==> src/hdl/rws_pkg.sv <==
// Purpose: Shared constants for the reset, watchdog and supply-monitor controller
// Assumes: 125 MHz aclk; AXI4-Lite register access with 32-bit data
// Notes:   Register offsets are byte addresses, one aligned word each
package rws_pkg;

  // Timing
  localparam int CLK_PERIOD_NS       = 8;
  localparam int SOFT_RESET_DELAY_NS = 16000;
  localparam int SRESET_CYC          = (SOFT_RESET_DELAY_NS + CLK_PERIOD_NS - 1) / CLK_PERIOD_NS;
  localparam int RST_PULSE_CYC       = 16;
  localparam logic [11:0] SRESET_CNT    = 12'(SRESET_CYC - 1);
  localparam logic [11:0] RST_PULSE_CNT = 12'(RST_PULSE_CYC - 1);

  // Watchdog division exponents for period codes 0..7
  localparam int WDT_EXP [8] = '{8, 10, 12, 14, 15, 16, 17, 18};

  // Low-supply filter limits in oscillator ticks, minus one
  localparam logic [7:0] LVR_LIM0 = 8'h07;
  localparam logic [7:0] LVR_LIM1 = 8'h1f;
  localparam logic [7:0] LVR_LIM2 = 8'h3f;
  localparam logic [7:0] LVR_LIM3 = 8'h7f;

  // Register offsets
  localparam logic [7:0] OFS_WATCHDOG_CONTROL_REGISTER  = 8'h00;
  localparam logic [7:0] OFS_FLAGS = 8'h04;
  localparam logic [7:0] OFS_SRK   = 8'h08;
  localparam logic [7:0] OFS_SMS   = 8'h0c;
  localparam logic [7:0] OFS_SMW   = 8'h10;
  localparam logic [7:0] OFS_STAT  = 8'h14;

  // Field positions
  localparam int WKEY_LSB = 3;
  localparam int FLG_WRF  = 0;
  localparam int FLG_LRF  = 1;
  localparam int FLG_SUPPLY_MONITOR_RESET_FLAG = 2;
  localparam int FLG_SOFTWARE_RESET_FLAG = 3;

  // Reset values
  localparam logic [7:0] WATCHDOG_CONTROL_REGISTER_RST  = 8'h53;
  localparam logic [7:0] SRK_RST   = 8'h55;
  localparam logic [7:0] SMS_RST   = 8'h66;
  localparam logic [1:0] SMW_RST   = 2'h1;
  localparam logic [3:0] FLAGS_RST = 4'h0;

  // Key and code values
  localparam logic [4:0] WKEY_A  = 5'h0a;
  localparam logic [4:0] WKEY_B  = 5'h15;
  localparam logic [7:0] SKEY_A  = 8'h55;
  localparam logic [7:0] SKEY_B  = 8'haa;
  localparam logic [7:0] SM_1V7  = 8'h66;
  localparam logic [7:0] SM_1V9  = 8'h55;
  localparam logic [7:0] SM_2V55 = 8'h33;
  localparam logic [7:0] SM_3V15 = 8'h99;
  localparam logic [7:0] SM_3V8  = 8'haa;
  localparam logic [7:0] SM_DIS  = 8'hf0;

  // Bus answers
  localparam logic [1:0] RESP_OKAY   = 2'h0;
  localparam logic [1:0] RESP_SLVERR = 2'h2;

  typedef enum logic [2:0] {
    SEQ_RUN   = 3'b001,
    SEQ_DELAY = 3'b010,
    SEQ_RESET = 3'b100
  } rws_seq_t;

endpackage

==> src/hdl/rws_wdt_div.sv <==
// Purpose: Watchdog divider counting low-speed oscillator ticks
// Assumes: tick is a one-cycle pulse per oscillator period, on aclk
// Notes:   Overflow is a one-cycle pulse; clear beats a coinciding tick
`timescale 1ns/10ps
`default_nettype none
module rws_wdt_div
  import rws_pkg::*;
(
  // Clock and reset
  input  wire logic       aclk,
  input  wire logic       aresetn,
  // Control
  input  wire logic       tick,
  input  wire logic       clear,
  input  wire logic [2:0] sel,
  // Event
  output logic            ovf_ff
);

  logic [17:0] cnt_ff;
  logic [17:0] lim;

  always_comb begin
    lim = 18'((19'h1 << WDT_EXP[sel]) - 19'h1);
  end

  always_ff @(posedge aclk) begin
    if (!aresetn) begin
      cnt_ff <= 18'h0_0000;
    end else if (clear) begin
      cnt_ff <= 18'h0_0000;
    end else if (tick) begin
      cnt_ff <= (cnt_ff >= lim) ? 18'h0_0000 : cnt_ff + 18'h0_0001;
    end
  end

  always_ff @(posedge aclk) begin
    if (!aresetn) begin
      ovf_ff <= 1'b0;
    end else begin
      ovf_ff <= tick && !clear && (cnt_ff >= lim);
    end
  end
endmodule
`default_nettype wire

==> src/hdl/rws_ctrl.sv <==
// Purpose: Reset sequencer with watchdog keys, soft-reset key and supply monitor
// Assumes: aresetn low is the power-on reset; pins are asynchronous to aclk
// Notes:   Cause flags survive every reset except power-on
`timescale 1ns/10ps
`default_nettype none
// How it works
// - Watchdog runs while key field holds valid pattern
// - Bad watchdog key resets after soft delay
// - Power-on loads first watchdog key pattern
// - Watchdog key fault flag, software clear only
// - Overflow when running: full reset, timeout bit
// - Overflow asleep: timeout bit, program counter reset
// - Key fault, clear or halt clears watchdog
// - Watchdog divides oscillator by power of two
// - Period codes map to 2^8 through 2^18
// - Power-on clears the program counter
// - Power-on sets port registers to ones
// - Valid soft keys idle, others reset later
// - Power-on loads first soft-reset key pattern
// - Soft-reset flag set on reset, software clear
// - Upper flag bits zero; power-on clears flags
// - Supply flags set by hardware, software clear
// - Long low supply while enabled resets device
// - Short low-supply pulses are ignored
// - Width codes select 8, 32, 64, 128 ticks
// - Five threshold codes plus one disable code
// - Bad select code: delayed reset, flag, reload
// - Power-on loads the 1.7 V threshold code
// - Supply resets off in sleep or idle
module rws_ctrl
  import rws_pkg::*;
(
  // Clock and reset
  input  wire logic        aclk,
  input  wire logic        aresetn,
  // AXI4-Lite write
  input  wire logic [7:0]  s_axi_awaddr,
  input  wire logic        s_axi_awvalid,
  output logic             s_axi_awready,
  input  wire logic [31:0] s_axi_wdata,
  input  wire logic [3:0]  s_axi_wstrb,
  input  wire logic        s_axi_wvalid,
  output logic             s_axi_wready,
  output logic [1:0]       s_axi_bresp,
  output logic             s_axi_bvalid,
  input  wire logic        s_axi_bready,
  // AXI4-Lite read
  input  wire logic [7:0]  s_axi_araddr,
  input  wire logic        s_axi_arvalid,
  output logic             s_axi_arready,
  output logic [31:0]      s_axi_rdata,
  output logic [1:0]       s_axi_rresp,
  output logic             s_axi_rvalid,
  input  wire logic        s_axi_rready,
  // Processor events
  input  wire logic        watchdog_clear_instruction_instr,
  input  wire logic        halt_instr,
  input  wire logic        low_power_mode,
  // Pins
  input  wire logic        low_speed_internal_osc_clk_in,
  input  wire logic        low_supply_in,
  // Reset outputs
  output logic             dev_rst_n,
  output logic             pc_sp_rst,
  output logic             por_init
);

  logic        low_speed_internal_osc_s1_ff, low_speed_internal_osc_s2_ff, low_speed_internal_osc_d_ff, low_s1_ff, low_s2_ff;
  logic        tick;
  logic [7:0]  watchdog_control_register_ff, srk_ff, sms_ff;
  logic [1:0]  smw_ff;
  logic [3:0]  flags_ff, nxt_flags;
  logic        to_ff, pdf_ff;
  logic        wkey_ok, srk_ok, sms_ok, sm_enabled;
  logic [2:0]  bad_vec, cause_ff, cause_now;
  rws_seq_t    state_ff, nxt_state;
  logic [11:0] cnt_ff, nxt_cnt;
  logic        seq_enter;
  logic        wdt_ovf, wdt_clear, wdt_hard, wdt_soft, hard_req;
  logic [7:0]  lvr_cnt_ff, lvr_lim;
  logic        lvr_req;
  logic        dev_rst_n_ff, pc_sp_rst_ff, por_init_ff;
  logic        awready_ff, wready_ff, bvalid_ff, arready_ff, rvalid_ff;
  logic [1:0]  bresp_ff, rresp_ff;
  logic [31:0] rdata_ff, rd_data;
  logic        rd_err;
  logic        aw_have_ff, w_have_ff;
  logic [7:0]  awaddr_ff, wdata_ff;
  logic        wstrb0_ff;
  logic        aw_hs, w_hs, ar_hs, do_wr, wr_err;
  logic        wr_watchdog_control_register, wr_flags, wr_srk, wr_sms, wr_smw;

  // Two-stage synchronisers; the second stage and, for the oscillator edge detect, its delayed copy feed logic
  always_ff @(posedge aclk) begin
    if (!aresetn) begin
      low_speed_internal_osc_s1_ff <= 1'b0;
      low_speed_internal_osc_s2_ff <= 1'b0;
      low_speed_internal_osc_d_ff  <= 1'b0;
      low_s1_ff  <= 1'b0;
      low_s2_ff  <= 1'b0;
    end else begin
      low_speed_internal_osc_s1_ff <= low_speed_internal_osc_clk_in;
      low_speed_internal_osc_s2_ff <= low_speed_internal_osc_s1_ff;
      low_speed_internal_osc_d_ff  <= low_speed_internal_osc_s2_ff;
      low_s1_ff  <= low_supply_in;
      low_s2_ff  <= low_s1_ff;
    end
  end

  assign tick = low_speed_internal_osc_s2_ff && !low_speed_internal_osc_d_ff;

  // Key and code checks
  assign wkey_ok = (watchdog_control_register_ff[7:WKEY_LSB] == WKEY_A) || (watchdog_control_register_ff[7:WKEY_LSB] == WKEY_B);
  assign srk_ok  = (srk_ff == SKEY_A) || (srk_ff == SKEY_B);
  assign sms_ok  = (sms_ff == SM_1V7) || (sms_ff == SM_1V9) || (sms_ff == SM_2V55) ||
                   (sms_ff == SM_3V15) || (sms_ff == SM_3V8) || (sms_ff == SM_DIS);
  assign sm_enabled = sms_ok && (sms_ff != SM_DIS) && !low_power_mode;
  assign bad_vec   = {!srk_ok, !sms_ok, !wkey_ok};
  assign cause_now = cause_ff | bad_vec;

  // Watchdog
  assign wdt_clear = watchdog_clear_instruction_instr || halt_instr || !wkey_ok || (state_ff == SEQ_RESET);

  rws_wdt_div u_wdt (
    .aclk    (aclk),
    .aresetn (aresetn),
    .tick    (tick),
    .clear   (wdt_clear),
    .sel     (watchdog_control_register_ff[2:0]),
    .ovf_ff  (wdt_ovf)
  );

  assign wdt_hard = wdt_ovf && !low_power_mode;
  assign wdt_soft = wdt_ovf && low_power_mode;

  // Low-supply filter; any gap in the low level restarts the count
  always_comb begin
    unique case (smw_ff)
      2'h0: lvr_lim = LVR_LIM0;
      2'h1: lvr_lim = LVR_LIM1;
      2'h2: lvr_lim = LVR_LIM2;
      2'h3: lvr_lim = LVR_LIM3;
    endcase
  end

  always_ff @(posedge aclk) begin
    if (!aresetn) begin
      lvr_cnt_ff <= 8'h00;
    end else if (!sm_enabled || !low_s2_ff) begin
      lvr_cnt_ff <= 8'h00;
    end else if (tick && lvr_cnt_ff != lvr_lim) begin
      lvr_cnt_ff <= lvr_cnt_ff + 8'h01;
    end
  end

  assign lvr_req  = sm_enabled && low_s2_ff && tick && (lvr_cnt_ff == lvr_lim);
  assign hard_req = wdt_hard || lvr_req;

  // Reset sequencer
  always_comb begin
    nxt_state = state_ff;
    nxt_cnt   = cnt_ff;
    unique case (state_ff)
      SEQ_RUN: begin
        if (hard_req) begin
          nxt_state = SEQ_RESET;
          nxt_cnt   = RST_PULSE_CNT;
        end else if (|bad_vec) begin
          nxt_state = SEQ_DELAY;
          nxt_cnt   = SRESET_CNT;
        end
      end
      SEQ_DELAY: begin
        if (hard_req || cnt_ff == 12'h000) begin
          nxt_state = SEQ_RESET;
          nxt_cnt   = RST_PULSE_CNT;
        end else begin
          nxt_cnt = cnt_ff - 12'h001;
        end
      end
      SEQ_RESET: begin
        if (cnt_ff == 12'h000) begin
          nxt_state = SEQ_RUN;
        end else begin
          nxt_cnt = cnt_ff - 12'h001;
        end
      end
    endcase
  end

  assign seq_enter = (state_ff != SEQ_RESET) && (nxt_state == SEQ_RESET);

  always_ff @(posedge aclk) begin
    if (!aresetn) begin
      state_ff <= SEQ_RUN;
      cnt_ff   <= 12'h000;
    end else begin
      state_ff <= nxt_state;
      cnt_ff   <= nxt_cnt;
    end
  end

  // Causes gathered while waiting, dropped once the reset pulse runs
  always_ff @(posedge aclk) begin
    if (!aresetn) begin
      cause_ff <= 3'h0;
    end else if (state_ff == SEQ_RESET) begin
      cause_ff <= 3'h0;
    end else begin
      cause_ff <= cause_now;
    end
  end

  // Device reset held through power-on, released synchronously
  always_ff @(posedge aclk) begin
    if (!aresetn) begin
      dev_rst_n_ff <= 1'b0;
      pc_sp_rst_ff <= 1'b0;
      por_init_ff  <= 1'b1;
    end else begin
      dev_rst_n_ff <= (state_ff != SEQ_RESET);
      pc_sp_rst_ff <= wdt_soft && (state_ff == SEQ_RUN);
      por_init_ff  <= 1'b0;
    end
  end

  // Cause flags: writing 0 clears a bit, and a set in the same cycle wins
  always_comb begin
    nxt_flags = flags_ff;
    if (wr_flags) begin
      nxt_flags = flags_ff & wdata_ff[3:0];
    end
    if (seq_enter) begin
      nxt_flags[FLG_WRF]  = flags_ff[FLG_WRF] | cause_now[0];
      nxt_flags[FLG_LRF]  = nxt_flags[FLG_LRF] | cause_now[1];
      nxt_flags[FLG_SUPPLY_MONITOR_RESET_FLAG] = nxt_flags[FLG_SUPPLY_MONITOR_RESET_FLAG] | lvr_req;
      nxt_flags[FLG_SOFTWARE_RESET_FLAG] = nxt_flags[FLG_SOFTWARE_RESET_FLAG] | cause_now[2];
      nxt_flags[FLG_WRF]  = nxt_flags[FLG_WRF] & (wr_flags ? wdata_ff[0] | cause_now[0] : 1'b1);
    end
  end

  always_ff @(posedge aclk) begin
    if (!aresetn) begin
      flags_ff <= FLAGS_RST;
    end else begin
      flags_ff <= nxt_flags;
    end
  end

  // Timeout and power-down status
  always_ff @(posedge aclk) begin
    if (!aresetn) begin
      to_ff  <= 1'b0;
      pdf_ff <= 1'b0;
    end else if (wdt_soft) begin
      to_ff  <= 1'b1;
      pdf_ff <= 1'b1;
    end else if (wdt_hard) begin
      to_ff <= 1'b1;
    end else if (halt_instr) begin
      to_ff  <= 1'b0;
      pdf_ff <= 1'b1;
    end else if (watchdog_clear_instruction_instr) begin
      to_ff  <= 1'b0;
      pdf_ff <= 1'b0;
    end
  end

  // Control registers; a device reset reloads the watchdog control and soft-reset key registers over any write
  always_ff @(posedge aclk) begin
    if (!aresetn) begin
      watchdog_control_register_ff <= WATCHDOG_CONTROL_REGISTER_RST;
    end else if (seq_enter) begin
      watchdog_control_register_ff <= WATCHDOG_CONTROL_REGISTER_RST;
    end else if (wr_watchdog_control_register) begin
      watchdog_control_register_ff <= wdata_ff;
    end
  end

  always_ff @(posedge aclk) begin
    if (!aresetn) begin
      srk_ff <= SRK_RST;
    end else if (seq_enter) begin
      srk_ff <= SRK_RST;
    end else if (wr_srk) begin
      srk_ff <= wdata_ff;
    end
  end

  // A pure low-supply reset keeps the threshold selection
  always_ff @(posedge aclk) begin
    if (!aresetn) begin
      sms_ff <= SMS_RST;
    end else if (seq_enter && (cause_now[1] || wdt_hard)) begin
      sms_ff <= SMS_RST;
    end else if (wr_sms) begin
      sms_ff <= wdata_ff;
    end
  end

  always_ff @(posedge aclk) begin
    if (!aresetn) begin
      smw_ff <= SMW_RST;
    end else if (wr_smw) begin
      smw_ff <= wdata_ff[1:0];
    end
  end

  // AXI4-Lite write channel; address and data may arrive in either order
  assign aw_hs    = s_axi_awvalid && awready_ff;
  assign w_hs     = s_axi_wvalid && wready_ff;
  assign do_wr    = aw_have_ff && w_have_ff && !bvalid_ff;
  assign wr_watchdog_control_register  = do_wr && wstrb0_ff && (awaddr_ff[7:2] == OFS_WATCHDOG_CONTROL_REGISTER[7:2]);
  assign wr_flags = do_wr && wstrb0_ff && (awaddr_ff[7:2] == OFS_FLAGS[7:2]);
  assign wr_srk   = do_wr && wstrb0_ff && (awaddr_ff[7:2] == OFS_SRK[7:2]);
  assign wr_sms   = do_wr && wstrb0_ff && (awaddr_ff[7:2] == OFS_SMS[7:2]);
  assign wr_smw   = do_wr && wstrb0_ff && (awaddr_ff[7:2] == OFS_SMW[7:2]);
  assign wr_err   = !((awaddr_ff[7:2] <= OFS_SMW[7:2]));

  always_ff @(posedge aclk) begin
    if (!aresetn) begin
      aw_have_ff <= 1'b0;
      w_have_ff  <= 1'b0;
      awready_ff <= 1'b1;
      wready_ff  <= 1'b1;
      awaddr_ff  <= 8'h00;
      wdata_ff   <= 8'h00;
      wstrb0_ff  <= 1'b0;
    end else begin
      if (aw_hs) begin
        aw_have_ff <= 1'b1;
        awaddr_ff  <= s_axi_awaddr;
      end else if (do_wr) begin
        aw_have_ff <= 1'b0;
      end
      if (w_hs) begin
        w_have_ff <= 1'b1;
        wdata_ff  <= s_axi_wdata[7:0];
        wstrb0_ff <= s_axi_wstrb[0];
      end else if (do_wr) begin
        w_have_ff <= 1'b0;
      end
      awready_ff <= !(aw_hs || (aw_have_ff && !do_wr));
      wready_ff  <= !(w_hs || (w_have_ff && !do_wr));
    end
  end

  always_ff @(posedge aclk) begin
    if (!aresetn) begin
      bvalid_ff <= 1'b0;
      bresp_ff  <= RESP_OKAY;
    end else if (do_wr) begin
      bvalid_ff <= 1'b1;
      bresp_ff  <= wr_err ? RESP_SLVERR : RESP_OKAY;
    end else if (s_axi_bready) begin
      bvalid_ff <= 1'b0;
    end
  end

  // Read channel; reserved bits read as zero
  assign ar_hs = s_axi_arvalid && arready_ff;

  always_comb begin
    rd_data = 32'h0000_0000;
    rd_err  = 1'b0;
    unique case (s_axi_araddr[7:2])
      OFS_WATCHDOG_CONTROL_REGISTER[7:2]:  rd_data[7:0] = watchdog_control_register_ff;
      OFS_FLAGS[7:2]: rd_data[3:0] = flags_ff;
      OFS_SRK[7:2]:   rd_data[7:0] = srk_ff;
      OFS_SMS[7:2]:   rd_data[7:0] = sms_ff;
      OFS_SMW[7:2]:   rd_data[1:0] = smw_ff;
      OFS_STAT[7:2]:  rd_data[3:0] = {sm_enabled, wkey_ok, pdf_ff, to_ff};
      default:        rd_err = 1'b1;
    endcase
  end

  always_ff @(posedge aclk) begin
    if (!aresetn) begin
      rvalid_ff  <= 1'b0;
      arready_ff <= 1'b1;
      rdata_ff   <= 32'h0000_0000;
      rresp_ff   <= RESP_OKAY;
    end else if (ar_hs) begin
      rvalid_ff  <= 1'b1;
      arready_ff <= 1'b0;
      rdata_ff   <= rd_data;
      rresp_ff   <= rd_err ? RESP_SLVERR : RESP_OKAY;
    end else if (rvalid_ff && s_axi_rready) begin
      rvalid_ff  <= 1'b0;
      arready_ff <= 1'b1;
    end
  end

  assign s_axi_awready = awready_ff;
  assign s_axi_wready  = wready_ff;
  assign s_axi_bvalid  = bvalid_ff;
  assign s_axi_bresp   = bresp_ff;
  assign s_axi_arready = arready_ff;
  assign s_axi_rvalid  = rvalid_ff;
  assign s_axi_rdata   = rdata_ff;
  assign s_axi_rresp   = rresp_ff;
  assign dev_rst_n     = dev_rst_n_ff;
  assign pc_sp_rst     = pc_sp_rst_ff;
  assign por_init      = por_init_ff;
endmodule
`default_nettype wire

==> config.mk <==
export PLATFORM = sky130hd
export DESIGN_NAME = rws_ctrl
export DESIGN_NICKNAME = d
export VERILOG_FILES = /design/src/hdl/rws_pkg.sv /design/src/hdl/rws_wdt_div.sv /design/src/hdl/rws_ctrl.sv
export SDC_FILE = /design/constraint.sdc
export NUM_CORES = 1
export LEC_CHECK = 0
export BUFFER_PORTS_ARGS = -buffer_cell sky130_fd_sc_hd__buf_2
export CAP_MARGIN = 40
export CORE_MARGIN = 1.5
export CORE_UTILIZATION = 40
export DETAILED_ROUTE_END_ITERATION = 10
export GPL_ROUTABILITY_DRIVEN = 0
export SYNTH_ARGS = -nofsm -noshare
export SYNTH_HDL_FRONTEND = slang
export SYNTH_HIERARCHICAL = 1
export SYNTH_SLANG_ARGS = --single-unit
==> constraint.sdc <==
create_clock -name aclk -period 3.6 [get_ports aclk]
set_clock_uncertainty 0.1 [all_clocks]
set_input_delay 0.72 -clock aclk [delete_from_list [all_inputs] [get_ports aclk]]
set_output_delay 0.72 -clock aclk [all_outputs]
set_load 0.05 [all_outputs]
## After elaboration in Yosys (flattened, before gate mapping)

Memories as Yosys holds them, arrays and structs flattened.
Cells that the tools add are included.

- $lt $le $gt $ge: 3
- Bitwise logic cells: 10
- Reductions and logical operators: 76
- Shifts and indexed selects: 1
- Equal/unequal tests: 33
- Add/subtract/negate cells: 4
- Mux-type cells: 39

Operators by type and width:

| operator | count |
|---|---|
| $mux 32 | 2 |
| $mux 12 | 4 |
| $pmux 12 s3 | 1 |
| $eq 8x8->1 const B | 4 |
| $pmux 8 s4 | 1 |
| $shl 1x32->18 const A | 1 |
| $logic_and 1x1->1 | 28 |
| $eq 6x2->1 const B | 4 |
| $eq 8x7->1 const B | 3 |
| $add 18x1->18 const B | 1 |
| $eq 6x3->1 const B | 3 |
| $ge 18x18->1 | 1 |
| $mux 1 | 18 |
| $mux 18 | 1 |
| $sub 18x1->18 const B | 1 |
| $logic_or 1x1->1 | 16 |
| $eq 6x1->1 const B | 2 |
| $logic_not 1->1 | 12 |
| $logic_not 12->1 | 1 |
| $logic_not 6->1 | 2 |
| $mux 3 | 4 |
| $pmux 2 s6 | 1 |
| $pmux 4 s3 | 1 |
| $sub 12x1->12 const B | 1 |
| 35 further kinds | 53 |

- Bits in registers: 121
- Memories kept: 1
- Logic and storage cells: 202
- Input bits: 64
- Bits in read-only memories: 256
- Output and inout bits: 44

Memory list:

| name | words | width | read ports | clocked after memory_dff | write ports | RTL line | RTL |
|---|---|---|---|---|---|---|---|
| (name not given) | 8 | 32 | 1 | 0 | 0 | rws_wdt_div.sv:24 | `lim = 18'((19'h1 << WDT_EXP[sel]) - 19'h1);` |

## Longest topological paths before layout

Gate-level depths: netlist of run 1.

- Depth after elaboration: 19
- Gate-level depth with buffers: 13
- Depth with buffers taken out: 11

## Cells and area by module

The synthesis of run 1 kept the hierarchy.

By module, submodules not included:

| module | area an instance (µm²) | sequential area each (µm²) | instances | cells an instance |
|---|---|---|---|---|
| rws_ctrl | 4883.4 | 1961.9 | 1 | 574 |
| rws_wdt_div | 1411.4 | 380.4 | 1 | 154 |

## Worst setup path after synthesis of run 1

Ideal clock, no wire load.

- Kind: register to register
- Start point: register watchdog_control_register_ff[1]
- End point: register u_wdt.cnt_ff[6]
- Cell stages (with the launch flop): 13
- Period minus slack after synthesis: 2.746 ns
- Setup slack: 0.854 ns
- Arrival: 2.572 ns
- Required time: 3.426 ns
- Buffers on the path: 2
- Setup time: 0.074 ns
- Path through: dfxtp_1 clkbuf_1 inv_1 ha_1 nand2_1 xnor2_1 nand2_1 ha_1 and4_1 a221oi_2 a21boi_4 buf_6 nor3_2

- Longest elaborated chain between the ends: 8

RTL lines:

| element | RTL line | RTL |
|---|---|---|
| start, declared | rws_ctrl.sv:70 | `logic [7:0] watchdog_control_register_ff, srk_ff, sms_ff;` |
| start signal, assigned | rws_ctrl.sv:276 | `watchdog_control_register_ff <= wdata_ff;` |
| $not 3->4 (not written as such) | rws_wdt_div.sv:24 |  |
| $mem_v2 8x32 | n/a |  |
| $mux 32 (not written as such) (2 in series) | rws_wdt_div.sv:24 |  |
| $shl 1x32->18 | rws_wdt_div.sv:24 |  |
| $sub 18x1->18 | rws_wdt_div.sv:24 |  |
| $ge 18x18->1 | rws_wdt_div.sv:33 | `cnt_ff <= (cnt_ff >= lim) ? 18'h0_0000 : cnt_ff + 18'h0_0001;` |
| $mux 18 | rws_wdt_div.sv:33 |  |
| end signal, assigned | rws_wdt_div.sv:33 |  |
| end, declared | rws_wdt_div.sv:20 | `logic [17:0] cnt_ff;` |

Every way passes these cells. The select of a mux whose other input is x is not followed.
A chain may end at the register's enable or synchronous reset.

## Worst setup path after layout of run 1

- Start point: register watchdog_control_register_ff[1]
- End point: register u_wdt.ovf_ff

- Longest elaborated chain between the ends: 8

RTL lines:

| element | RTL line | RTL |
|---|---|---|
| $not 3->4 (not written as such) | rws_wdt_div.sv:24 |  |
| $mem_v2 8x32 | n/a |  |
| $mux 32 (not written as such) (2 in series) | rws_wdt_div.sv:24 |  |
| $shl 1x32->18 | rws_wdt_div.sv:24 |  |
| $sub 18x1->18 | rws_wdt_div.sv:24 |  |
| $ge 18x18->1 | rws_wdt_div.sv:41 | `ovf_ff <= tick && !clear && (cnt_ff >= lim);` |
| $logic_and 1x1->1 | rws_wdt_div.sv:41 |  |
| end signal, assigned | rws_wdt_div.sv:41 |  |
| end, declared | rws_wdt_div.sv:17 | `output logic ovf_ff` |

Every way passes these cells. The select of a mux whose other input is x is not followed.

==> results of run 1 <==
==> critical path, stage by stage (launching register included) <==
cell and delay, ns:
dfxtp_1 0.49, inv_1 0.09, ha_1 0.34, nand2_1 0.08
xnor2_1 0.14, nand2_1 0.08, ha_1 0.32, and4_1 0.24
a221oi_2 0.57, a21boi_4 0.29, nor2b_1 0.21
==> cell type report <==
cell class                      instances  area, sq um  area share, %
Sequential cell                       117         2340           32.2
Clock buffer                           22          474           6.53
Tap cell                              211          264           3.63
Timing Repair Buffer                   54          288           3.96
Inverter                               21         78.8           1.09
Multi-Input combinational cell        564         3640           50.2
Clock inverter                          9          174           2.39
==> cell usage after synthesis, types with 7 or more instances <==
| master | instances | area, sq um |
|---|---|---|
| xnor2_1 | 13 | 114 |
| xor2_1 | 12 | 105 |
| nand2b_1 | 10 | 62.6 |
| nor2_1 | 55 | 206 |
| nor3_2 | 15 | 150 |
| dfxtp_1 | 117 | 2340 |
| buf_4 | 26 | 195 |
| nand3_1 | 42 | 210 |
| and2_1 | 16 | 100 |
| clkbuf_1 | 12 | 45.0 |
| o21ai_1 | 8 | 40.0 |
| inv_1 | 20 | 75.1 |
| nand2_1 | 84 | 315 |
| nor2b_1 | 11 | 68.8 |
| nand4_1 | 14 | 87.6 |
| a21oi_1 | 58 | 290 |
| nor3_1 | 23 | 115 |
| mux2i_1 | 20 | 200 |
| nor4bb_1 | 7 | 70.1 |
| ha_1 | 18 | 225 |
| o21ai_0 | 23 | 115 |
| buf_1 | 7 | 26.3 |
==> how the worst min path moves through the flow <==
stage,start,end,slack (ns),cells past startpoint
finish,low_s1_ff,low_s2_ff,0.33,1
global route,low_s1_ff,low_s2_ff,0.34,1
CTS,low_s1_ff,low_s2_ff,0.34,1
detailed placement,low_s1_ff,low_s2_ff,0.32,1
global placement,low_s1_ff,low_s2_ff,0.32,1
floorplan,low_s1_ff,low_s2_ff,0.31,1
==> metal layers <==
metal  GRT usage [%]  routed length [microns]  vias to the layer above
li1                -                        -                     2650
met1            24.6                     6940                     2469
met2            30.6                     6890                      115
met3            5.20                      631                       13
met4            5.88                      182                        0
met5               0                        0                        -
==> power groups by stage <==
stage | sequential [mW] | combinational, mW | clock, mW
finish | 1.37 | 0.389 | 1.85
global route | 1.37 | 0.429 | 1.95
CTS | 1.37 | 0.391 | 1.88
detailed placement | 1.40 | 0.389 | 0
global placement | 1.39 | 0.385 | 0
floorplan | 1.41 | 0.309 | 0
==> registers in the layout, summed over array words and instances (netlist names), 4 cells and up <==
| signal | count |
|---|---|
| flags_ff | 4 |
| s_axi_rdata | 8 |
| awaddr_ff | 6 |
| wdata_ff | 8 |
| sms_ff | 8 |
| u_wdt/cnt_ff | 18 |
| watchdog_control_register_ff | 8 |
| srk_ff | 8 |
| lvr_cnt_ff | 8 |
| cnt_ff | 12 |
==> logic make-up (layout without fill, tap and decap cells) <==
group           Yosys count  in the layout  share of synthesized area [%]
simple gates            319            319                           28.1
compound gates          145            145                           15.7
flops                   117            117                           37.2
buf+inv                  74            106                           6.52
mux                      28             28                           5.33
xor+xnor                 25             25                           3.48
fa+ha+maj                18             18                           3.58
other cells               2             29                          0.119
==> flow_metrics.env, run 1 <==
export IMPL_cts_hold_buf=0
export IMPL_drt_first_iter_violations=310
export IMPL_p_switching_uw=882
export IMPL_num_fill_cells=1468
export IMPL_powerDensity_nw_per_um2=497
export IMPL_remaining_drc_errors=0
export IMPL_htreeDepth=4
export IMPL_yosys_warnings=6
export IMPL_grt_pass1_wl_microns=24600
export IMPL_setup_tns_ns=0
export IMPL_die_h_microns=128
export IMPL_reg2reg_setup_slack_ns=0.52
export IMPL_first_global_vias=4972
export IMPL_postCtsSetupBuffers=0
export IMPL_fin_cells=998
export IMPL_final_cell_mix="dfxtp_1 (117), nand2_1 (84), a21oi_1 (58)"
export IMPL_syn_avg_cell_area_sq_um=8.65
export IMPL_r2r_cells=10
export IMPL_via_per_inst=5.26
export IMPL_final_common_cell="dfxtp_1"
export IMPL_reg2reg_to="u_wdt/ovf_ff"
export IMPL_wl_per_cell_microns=14.7
export IMPL_synth_edff_count=0
export IMPL_cts_made_buffers=17
export IMPL_internal_power_mw=2.73
export IMPL_layout_setup_ws_ns=0.520
export IMPL_overflow=0
export IMPL_pre_cts_ws_ns=0.556
export IMPL_post_cts_resized=0
export IMPL_seqPwrFrac_pct=37.9
export IMPL_initial_core_util_pct=41.3
export IMPL_track_usage_pct=18.9
export IMPL_outcome="complete, no violations"
export IMPL_arrival_ns=3.26
export IMPL_n_antenna_cell=0
export IMPL_post_route_period_util_pct=85.5
export IMPL_die_w_microns=128
export IMPL_placed_area_sq_um=6620
export IMPL_syn_to_final_growth_pct=15.4
export IMPL_syn_area_sq_um=6290
export IMPL_io_pins=108
export IMPL_numClockSinks=117
export IMPL_reg2reg_from="watchdog_control_register_ff[1]"
export IMPL_dpl_hpwl_microns=10600
export IMPL_route_vias_total=5247
export IMPL_drt_wl_total_microns=14600
export IMPL_ys_seq_area_share_pct=37.2
export IMPL_synth_cell_types=77
export IMPL_path_class="register to register"
export IMPL_grt_max_degree=45
export IMPL_fin_util_pct=47.6
export IMPL_crit_end="u_wdt/ovf_ff"
export IMPL_nets=857
export IMPL_cp_max_fo=15
export IMPL_period_needed_ns=3.08
export IMPL_synthArstFlopShare_pct=0
export IMPL_stdcell_area_sq_um=7260
export IMPL_place_inst=967
export IMPL_end_kind="register"
export IMPL_rows=45
export IMPL_ys_ff_latch=117
export IMPL_setup_viol=0
export IMPL_cts_tree="done"
export IMPL_clock_latency_ns=0.41
export IMPL_die_area_sq_um=16500
export IMPL_syn_instance_count=728
export IMPL_fmax_mhz=325
export IMPL_drv_cap=0
export IMPL_crit_start="watchdog_control_register_ff[1]"
export IMPL_drt_pass1_iterations=4
export IMPL_worst_pin_slew_ns=0.795
export IMPL_vdd_ir_drop_max_mv=0.342
export IMPL_synth_main_ff_cell="dfxtp_1"
export IMPL_rsz0062_at_grt="false"
export IMPL_total_power_mw=3.61
export IMPL_comb_power_share_pct=10.8
export IMPL_clockBufferDepth=2
export IMPL_drive_gt1_share_pct=17.4
export IMPL_hold_violations=0
export IMPL_core_area_sq_um=15300
export IMPL_slew_headroom_pct=46.5
export IMPL_sw_frac_of_total_pct=24.4
export IMPL_whs_ns=0.333
export IMPL_power_frac_clock_pct=51.3
export IMPL_cts_root_buffer="clkbuf_16"
export IMPL_hold_class="register to register"
export IMPL_p_leak_nw=2.88
export IMPL_cts_reportedPaths_clkPinSlew_ns=0.05
export IMPL_portBuffers=50
export IMPL_final_antenna_net_count=0
export IMPL_worst_endpoint_required_ns=3.78
export IMPL_antenna_found_initial=0
export IMPL_slew_viol_final=0
export IMPL_start_kind="register"
Note: power is estimated with default switching activity, not from simulation.
==> run 2, diff against run 1 <==
--- a/config.mk
+++ b/config.mk
@@ -5,12 +5,13 @@
 export SDC_FILE = /design/constraint.sdc
 export NUM_CORES = 1
 export LEC_CHECK = 0
-export BUFFER_PORTS_ARGS = -buffer_cell sky130_fd_sc_hd__buf_2
 export CAP_MARGIN = 40
-export CORE_MARGIN = 1.5
+export CORE_MARGIN = 2
 export CORE_UTILIZATION = 40
 export DETAILED_ROUTE_END_ITERATION = 10
+export DONT_BUFFER_PORTS = 1
 export GPL_ROUTABILITY_DRIVEN = 0
+export RECOVER_POWER = 25
 export SYNTH_ARGS = -nofsm -noshare
 export SYNTH_HDL_FRONTEND = slang
 export SYNTH_HIERARCHICAL = 1
==> flow_metrics.env, run 2 (synthesized netlist as in run 1, its figures left out) <==
export IMPL_routed_wl_met2_microns=7220
export IMPL_core_area_sq_um=15300
export IMPL_cts_made_buffers=17
export IMPL_post_cts_resized=0
export IMPL_num_fill_cells=1477
export IMPL_wl_met3_microns=776
export IMPL_htreeDepth=4
export IMPL_wl_per_cell_microns=15.6
export IMPL_violations="capacitance limit, slew limit"
export IMPL_vdd_ir_drop_max_mv=0.342
export IMPL_postCtsSetupBuffers=0
export IMPL_io_pins=108
export IMPL_rsz0062_at_grt="false"
export IMPL_setup_viol=0
export IMPL_clockBufferDepth=2
export IMPL_portBuffers=0
export IMPL_n_antenna_cell=0
export IMPL_period_needed_ns=2.96
export IMPL_outcome="complete, but fails checks"
export IMPL_final_cell_mix="dfxtp_1 (117), nand2_1 (84), a21oi_1 (58)"
export IMPL_rows=45
export IMPL_final_antenna_net_count=0
export IMPL_grt_pass1_wl_microns=25000
export IMPL_remaining_drc_errors=0
export IMPL_slew_viol_final=46
export IMPL_syn_to_final_growth_pct=11.5
export IMPL_final_common_cell="dfxtp_1"
export IMPL_route_vias_total=5203
export IMPL_track_usage_pct=18.9
export IMPL_die_h_microns=129
export IMPL_placed_area_sq_um=6360
export IMPL_drt_first_iter_violations=446
export IMPL_die_w_microns=129
export IMPL_post_route_period_util_pct=82.2
export IMPL_powerDensity_nw_per_um2=513
export IMPL_initial_core_util_pct=41.1
export IMPL_end_kind="register"
export IMPL_setup_tns_ns=0
export IMPL_via_per_inst=5.49
export IMPL_drt_wl_total_microns=14800
export IMPL_wl_met1_microns=6640
export IMPL_cp_max_fo=15
export IMPL_cts_hold_buf=0
export IMPL_drv_cap=1
export IMPL_overflow=0
export IMPL_path_class="register to register"
export IMPL_whs_ns=0.280
export IMPL_fmax_mhz=338
export IMPL_total_power_mw=3.60
export IMPL_numClockSinks=117
export IMPL_drive_gt1_share_pct=11.8
export IMPL_dpl_hpwl_microns=10600
export IMPL_p_leak_nw=2.66
export IMPL_die_area_sq_um=16800
export IMPL_routed_top_layer="met4"
export IMPL_slew_headroom_pct=-3.34
export IMPL_start_kind="register"
export IMPL_antenna_found_initial=0
export IMPL_drt_pass1_iterations=5
export IMPL_top_register="u_wdt/cnt_ff"
export IMPL_arrival_ns=3.21
export IMPL_worst_pin_slew_ns=1.55
export IMPL_hold_class="input port to register"
export IMPL_grt_max_degree=46
export IMPL_hold_violations=0
export IMPL_clock_latency_ns=0.42
export IMPL_cts_root_buffer="clkbuf_16"
export IMPL_largest_reg_flops=18
export IMPL_nets=806
export IMPL_cts_tree="done"
export IMPL_cts_reportedPaths_clkPinSlew_ns=0.05
export IMPL_worst_endpoint_required_ns=3.85
export IMPL_largestRegisters="u_wdt/cnt_ff (18), cnt_ff (12)"
export IMPL_stdcell_area_sq_um=7020
export IMPL_first_global_vias=5063
## run 2: power by group
group	internal, mW	switching [mW]	total, mW
clock	1.26	0.608	1.87
sequential	1.33	0.0715	1.40
combinational	0.104	0.219	0.322
total	2.70	0.899	3.60
## run 2: final timing paths
| check | startpoint | endpoint | slack, ns | cells after the start |
|---|---|---|---|---|
| max | watchdog_control_register_ff[1] | u_wdt/ovf_ff | 0.64 | 11 |
| max reg2reg | watchdog_control_register_ff[1] | u_wdt/ovf_ff | 0.64 | 11 |
| min reg2reg | low_s1_ff | low_s2_ff | 0.34 | 1 |
| min | aresetn | smw_ff[0] | 0.28 | 1 |
## run 2: metrics by stage
stage / utilization [%] / setup WS [ns] / cells
final: 45.8 / 0.642 / 948
after global routing: 45.8 / 0.369 / 948
after CTS: 45.8 / 0.625 / 948
after detailed placement: 41.5 / 0.660 / 916
after global placement: 41.4 / 0.666 / 915
after floorplan: - / 0.854 / 755
## run 2: critical path, stage by stage (launching register included)
cell and delay, ns:
dfxtp_1 0.51, inv_1 0.08, ha_1 0.33, nand2_1 0.08, xnor2_1 0.13, nand2_1 0.07
ha_1 0.32, and4_1 0.29, a221oi_2 0.08, buf_4 0.17, a21boi_4 0.52, nor2b_1 0.21
## run 2: final cells by class
type	count	area [sq um]	area share (%)
flip-flops and latches	117	2340	33.4
repair buffers	3	30.0	0.428
clock inverters	12	201	2.87
inverters	21	78.8	1.12
clock buffers	20	457	6.51
well taps	211	264	3.76
multi-input cells	564	3640	51.9
## run 2: per-layer routing
layer	track usage, %	vias up
li1	-	2551
met1	23.5	2495
met2	31.6	141
met3	5.41	16
met4	6.39	0
met5	0	-
==> run 3, diff against run 2 <==
==> constraint.sdc (replaced) <==
create_clock -name aclk -period 3.1 [get_ports aclk]
set_clock_uncertainty 0.1 [all_clocks]
set_input_delay 0.62 -clock aclk [delete_from_list [all_inputs] [get_ports aclk]]
set_output_delay 0.62 -clock aclk [all_outputs]
set_load 0.05 [all_outputs]
==> flow_metrics.env, run 3 (synthesized netlist as in run 1, its figures left out) <==
export IMPL_outcome="complete, no violations"
export IMPL_n_antenna_cell=0
export IMPL_cts_hold_buf=0
export IMPL_final_antenna_net_count=0
export IMPL_syn_to_final_growth_pct=11.7
export IMPL_largest_reg_flops=18
export IMPL_cts_reportedPaths_clkPinSlew_ns=0.06
export IMPL_rows=45
export IMPL_hold_start="aresetn"
export IMPL_arrival_ns=2.93
export IMPL_fmax_mhz=372
export IMPL_slew_headroom_pct=37.1
export IMPL_critPathMaxStageDelay_ns=0.52
export IMPL_grt_max_degree=35
export IMPL_reg2reg_to="srk_ff[1]"
export IMPL_initial_core_util_pct=41.1
export IMPL_cp_max_fo=9
export IMPL_crit_start="s_axi_bvalid"
export IMPL_cts_made_buffers=17
export IMPL_post_route_period_util_pct=86.8
export IMPL_r2r_cells=7
export IMPL_dpl_hpwl_microns=10900
export IMPL_path_class="register to register"
export IMPL_remaining_drc_errors=0
export IMPL_powerDensity_nw_per_um2=566
export IMPL_hold_end="smw_ff[0]"
export IMPL_htreeDepth=4
export IMPL_die_h_microns=129
export IMPL_top_register="u_wdt/cnt_ff"
export IMPL_setup_tns_ns=0
export IMPL_worst_pin_slew_ns=0.943
export IMPL_die_area_sq_um=16800
export IMPL_period_needed_ns=2.69
export IMPL_cp_common_cell="nand2_1"
export IMPL_drt_pass1_iterations=5
export IMPL_core_area_sq_um=15300
export IMPL_setup_viol=0
export IMPL_io_pins=108
export IMPL_place_inst=927
export IMPL_numClockSinks=117
export IMPL_nets=817
export IMPL_antenna_found_initial=0
export IMPL_reg2reg_from="s_axi_bvalid"
export IMPL_route_vias_total=5199
export IMPL_hold_violations=0
export IMPL_drt_wl_total_microns=14900
export IMPL_end_kind="register"
export IMPL_post_cts_resized=0
export IMPL_reg2reg_setup_slack_ns=0.41
export IMPL_die_w_microns=129
export IMPL_cts_tree="done"
export IMPL_path_cells="nand3b_1 -> nor4_1 -> and3b_1 -> nand2_1 -> nor2_1 -> nand2_1 -> a21oi_1"
export IMPL_wl_per_cell_microns=15.5
export IMPL_p_leak_nw=2.67
export IMPL_clock_latency_ns=0.42
export IMPL_critPathBufInv=0
export IMPL_overflow=0
export IMPL_crit_family="simple AND/OR/NAND/NOR gates"
export IMPL_worst_endpoint_required_ns=3.34
export IMPL_drv_cap=0
export IMPL_postCtsSetupBuffers=0
export IMPL_fin_cells=959
export IMPL_largestRegisters="u_wdt/cnt_ff (18), cnt_ff (12)"
export IMPL_start_kind="register"
export IMPL_hold_class="input port to register"
export IMPL_drt_first_iter_violations=406
export IMPL_via_per_inst=5.42
export IMPL_slew_viol_final=0
export IMPL_vdd_ir_drop_max_mv=0.339
export IMPL_clockBufferDepth=2
export IMPL_rsz0062_at_grt="false"
export IMPL_slowest_stage="nor2_1"
export IMPL_cts_root_buffer="clkbuf_16"
export IMPL_track_usage_pct=18.7
export IMPL_final_common_cell="dfxtp_1"
export IMPL_final_cell_mix="dfxtp_1 (117), nand2_1 (84), a21oi_1 (58)"
export IMPL_whs_path_depth=1
export IMPL_first_global_vias=5017
export IMPL_drive_gt1_share_pct=13.0
export IMPL_grt_pass1_wl_microns=24700
export IMPL_portBuffers=0
==> run 3: worst max path at each step <==
stage	cells past startpoint	end	slack, ns
2_1_floorplan	12	u_wdt/cnt_ff[6]	0.35
3_3_place_gp	7	cnt_ff[5]	0.51
3_5_place_dp	11	u_wdt/cnt_ff[9]	0.46
4_1_cts	11	u_wdt/cnt_ff[9]	0.44
5_1_grt	7	srk_ff[1]	0.13
6_report	7	srk_ff[1]	0.41
==> run 3: power breakdown <==
group | switching, mW | internal, mW
combinational | 0.256 | 0.132
sequential | 0.0824 | 1.55
clock | 0.729 | 1.23
total | 1.07 | 2.91
==> run 3: metal layers <==
layer,track usage (%),up-vias,wire [microns]
met4,6.39,0,225
li1,-,2577,-
met3,5.74,22,867
met5,0,-,0
met2,30.7,135,7100
met1,23.3,2465,6700
==> run 3: final cells by class <==
| class | instances | area (sq um) |
|---|---|---|
| multi-input cells | 564 | 3640 |
| flip-flops and latches | 117 | 2340 |
| well taps | 211 | 264 |
| clock inverters | 13 | 148 |
| inverters | 21 | 78.8 |
| clock buffers | 19 | 453 |
| repair buffers | 14 | 105 |
| fillers | 1514 | 8280 |
==> run 3: stage by stage <==
stage	hold slack [ns]	worst slack, ns	power (mW)	area (sq um)	utilization, %
floorplan	0.312	0.354	2.00	6400	-
global placement	0.328	0.510	2.03	6430	42.0
detailed placement	0.339	0.458	2.05	6440	42.1
CTS	0.163	0.438	4.01	7040	46.0
global route	0.170	0.130	4.14	7030	45.9
finish	0.195	0.409	3.98	7030	45.9
==> run 3: worst reg2reg max path: stages, from the launching register on <==
cell	delay (ns)
dfxtp_1	0.49
nand3b_1	0.31
nor4_1	0.31
and3b_1	0.39
nand2_1	0.25
nor2_1	0.52
nand2_1	0.12
a21oi_1	0.13
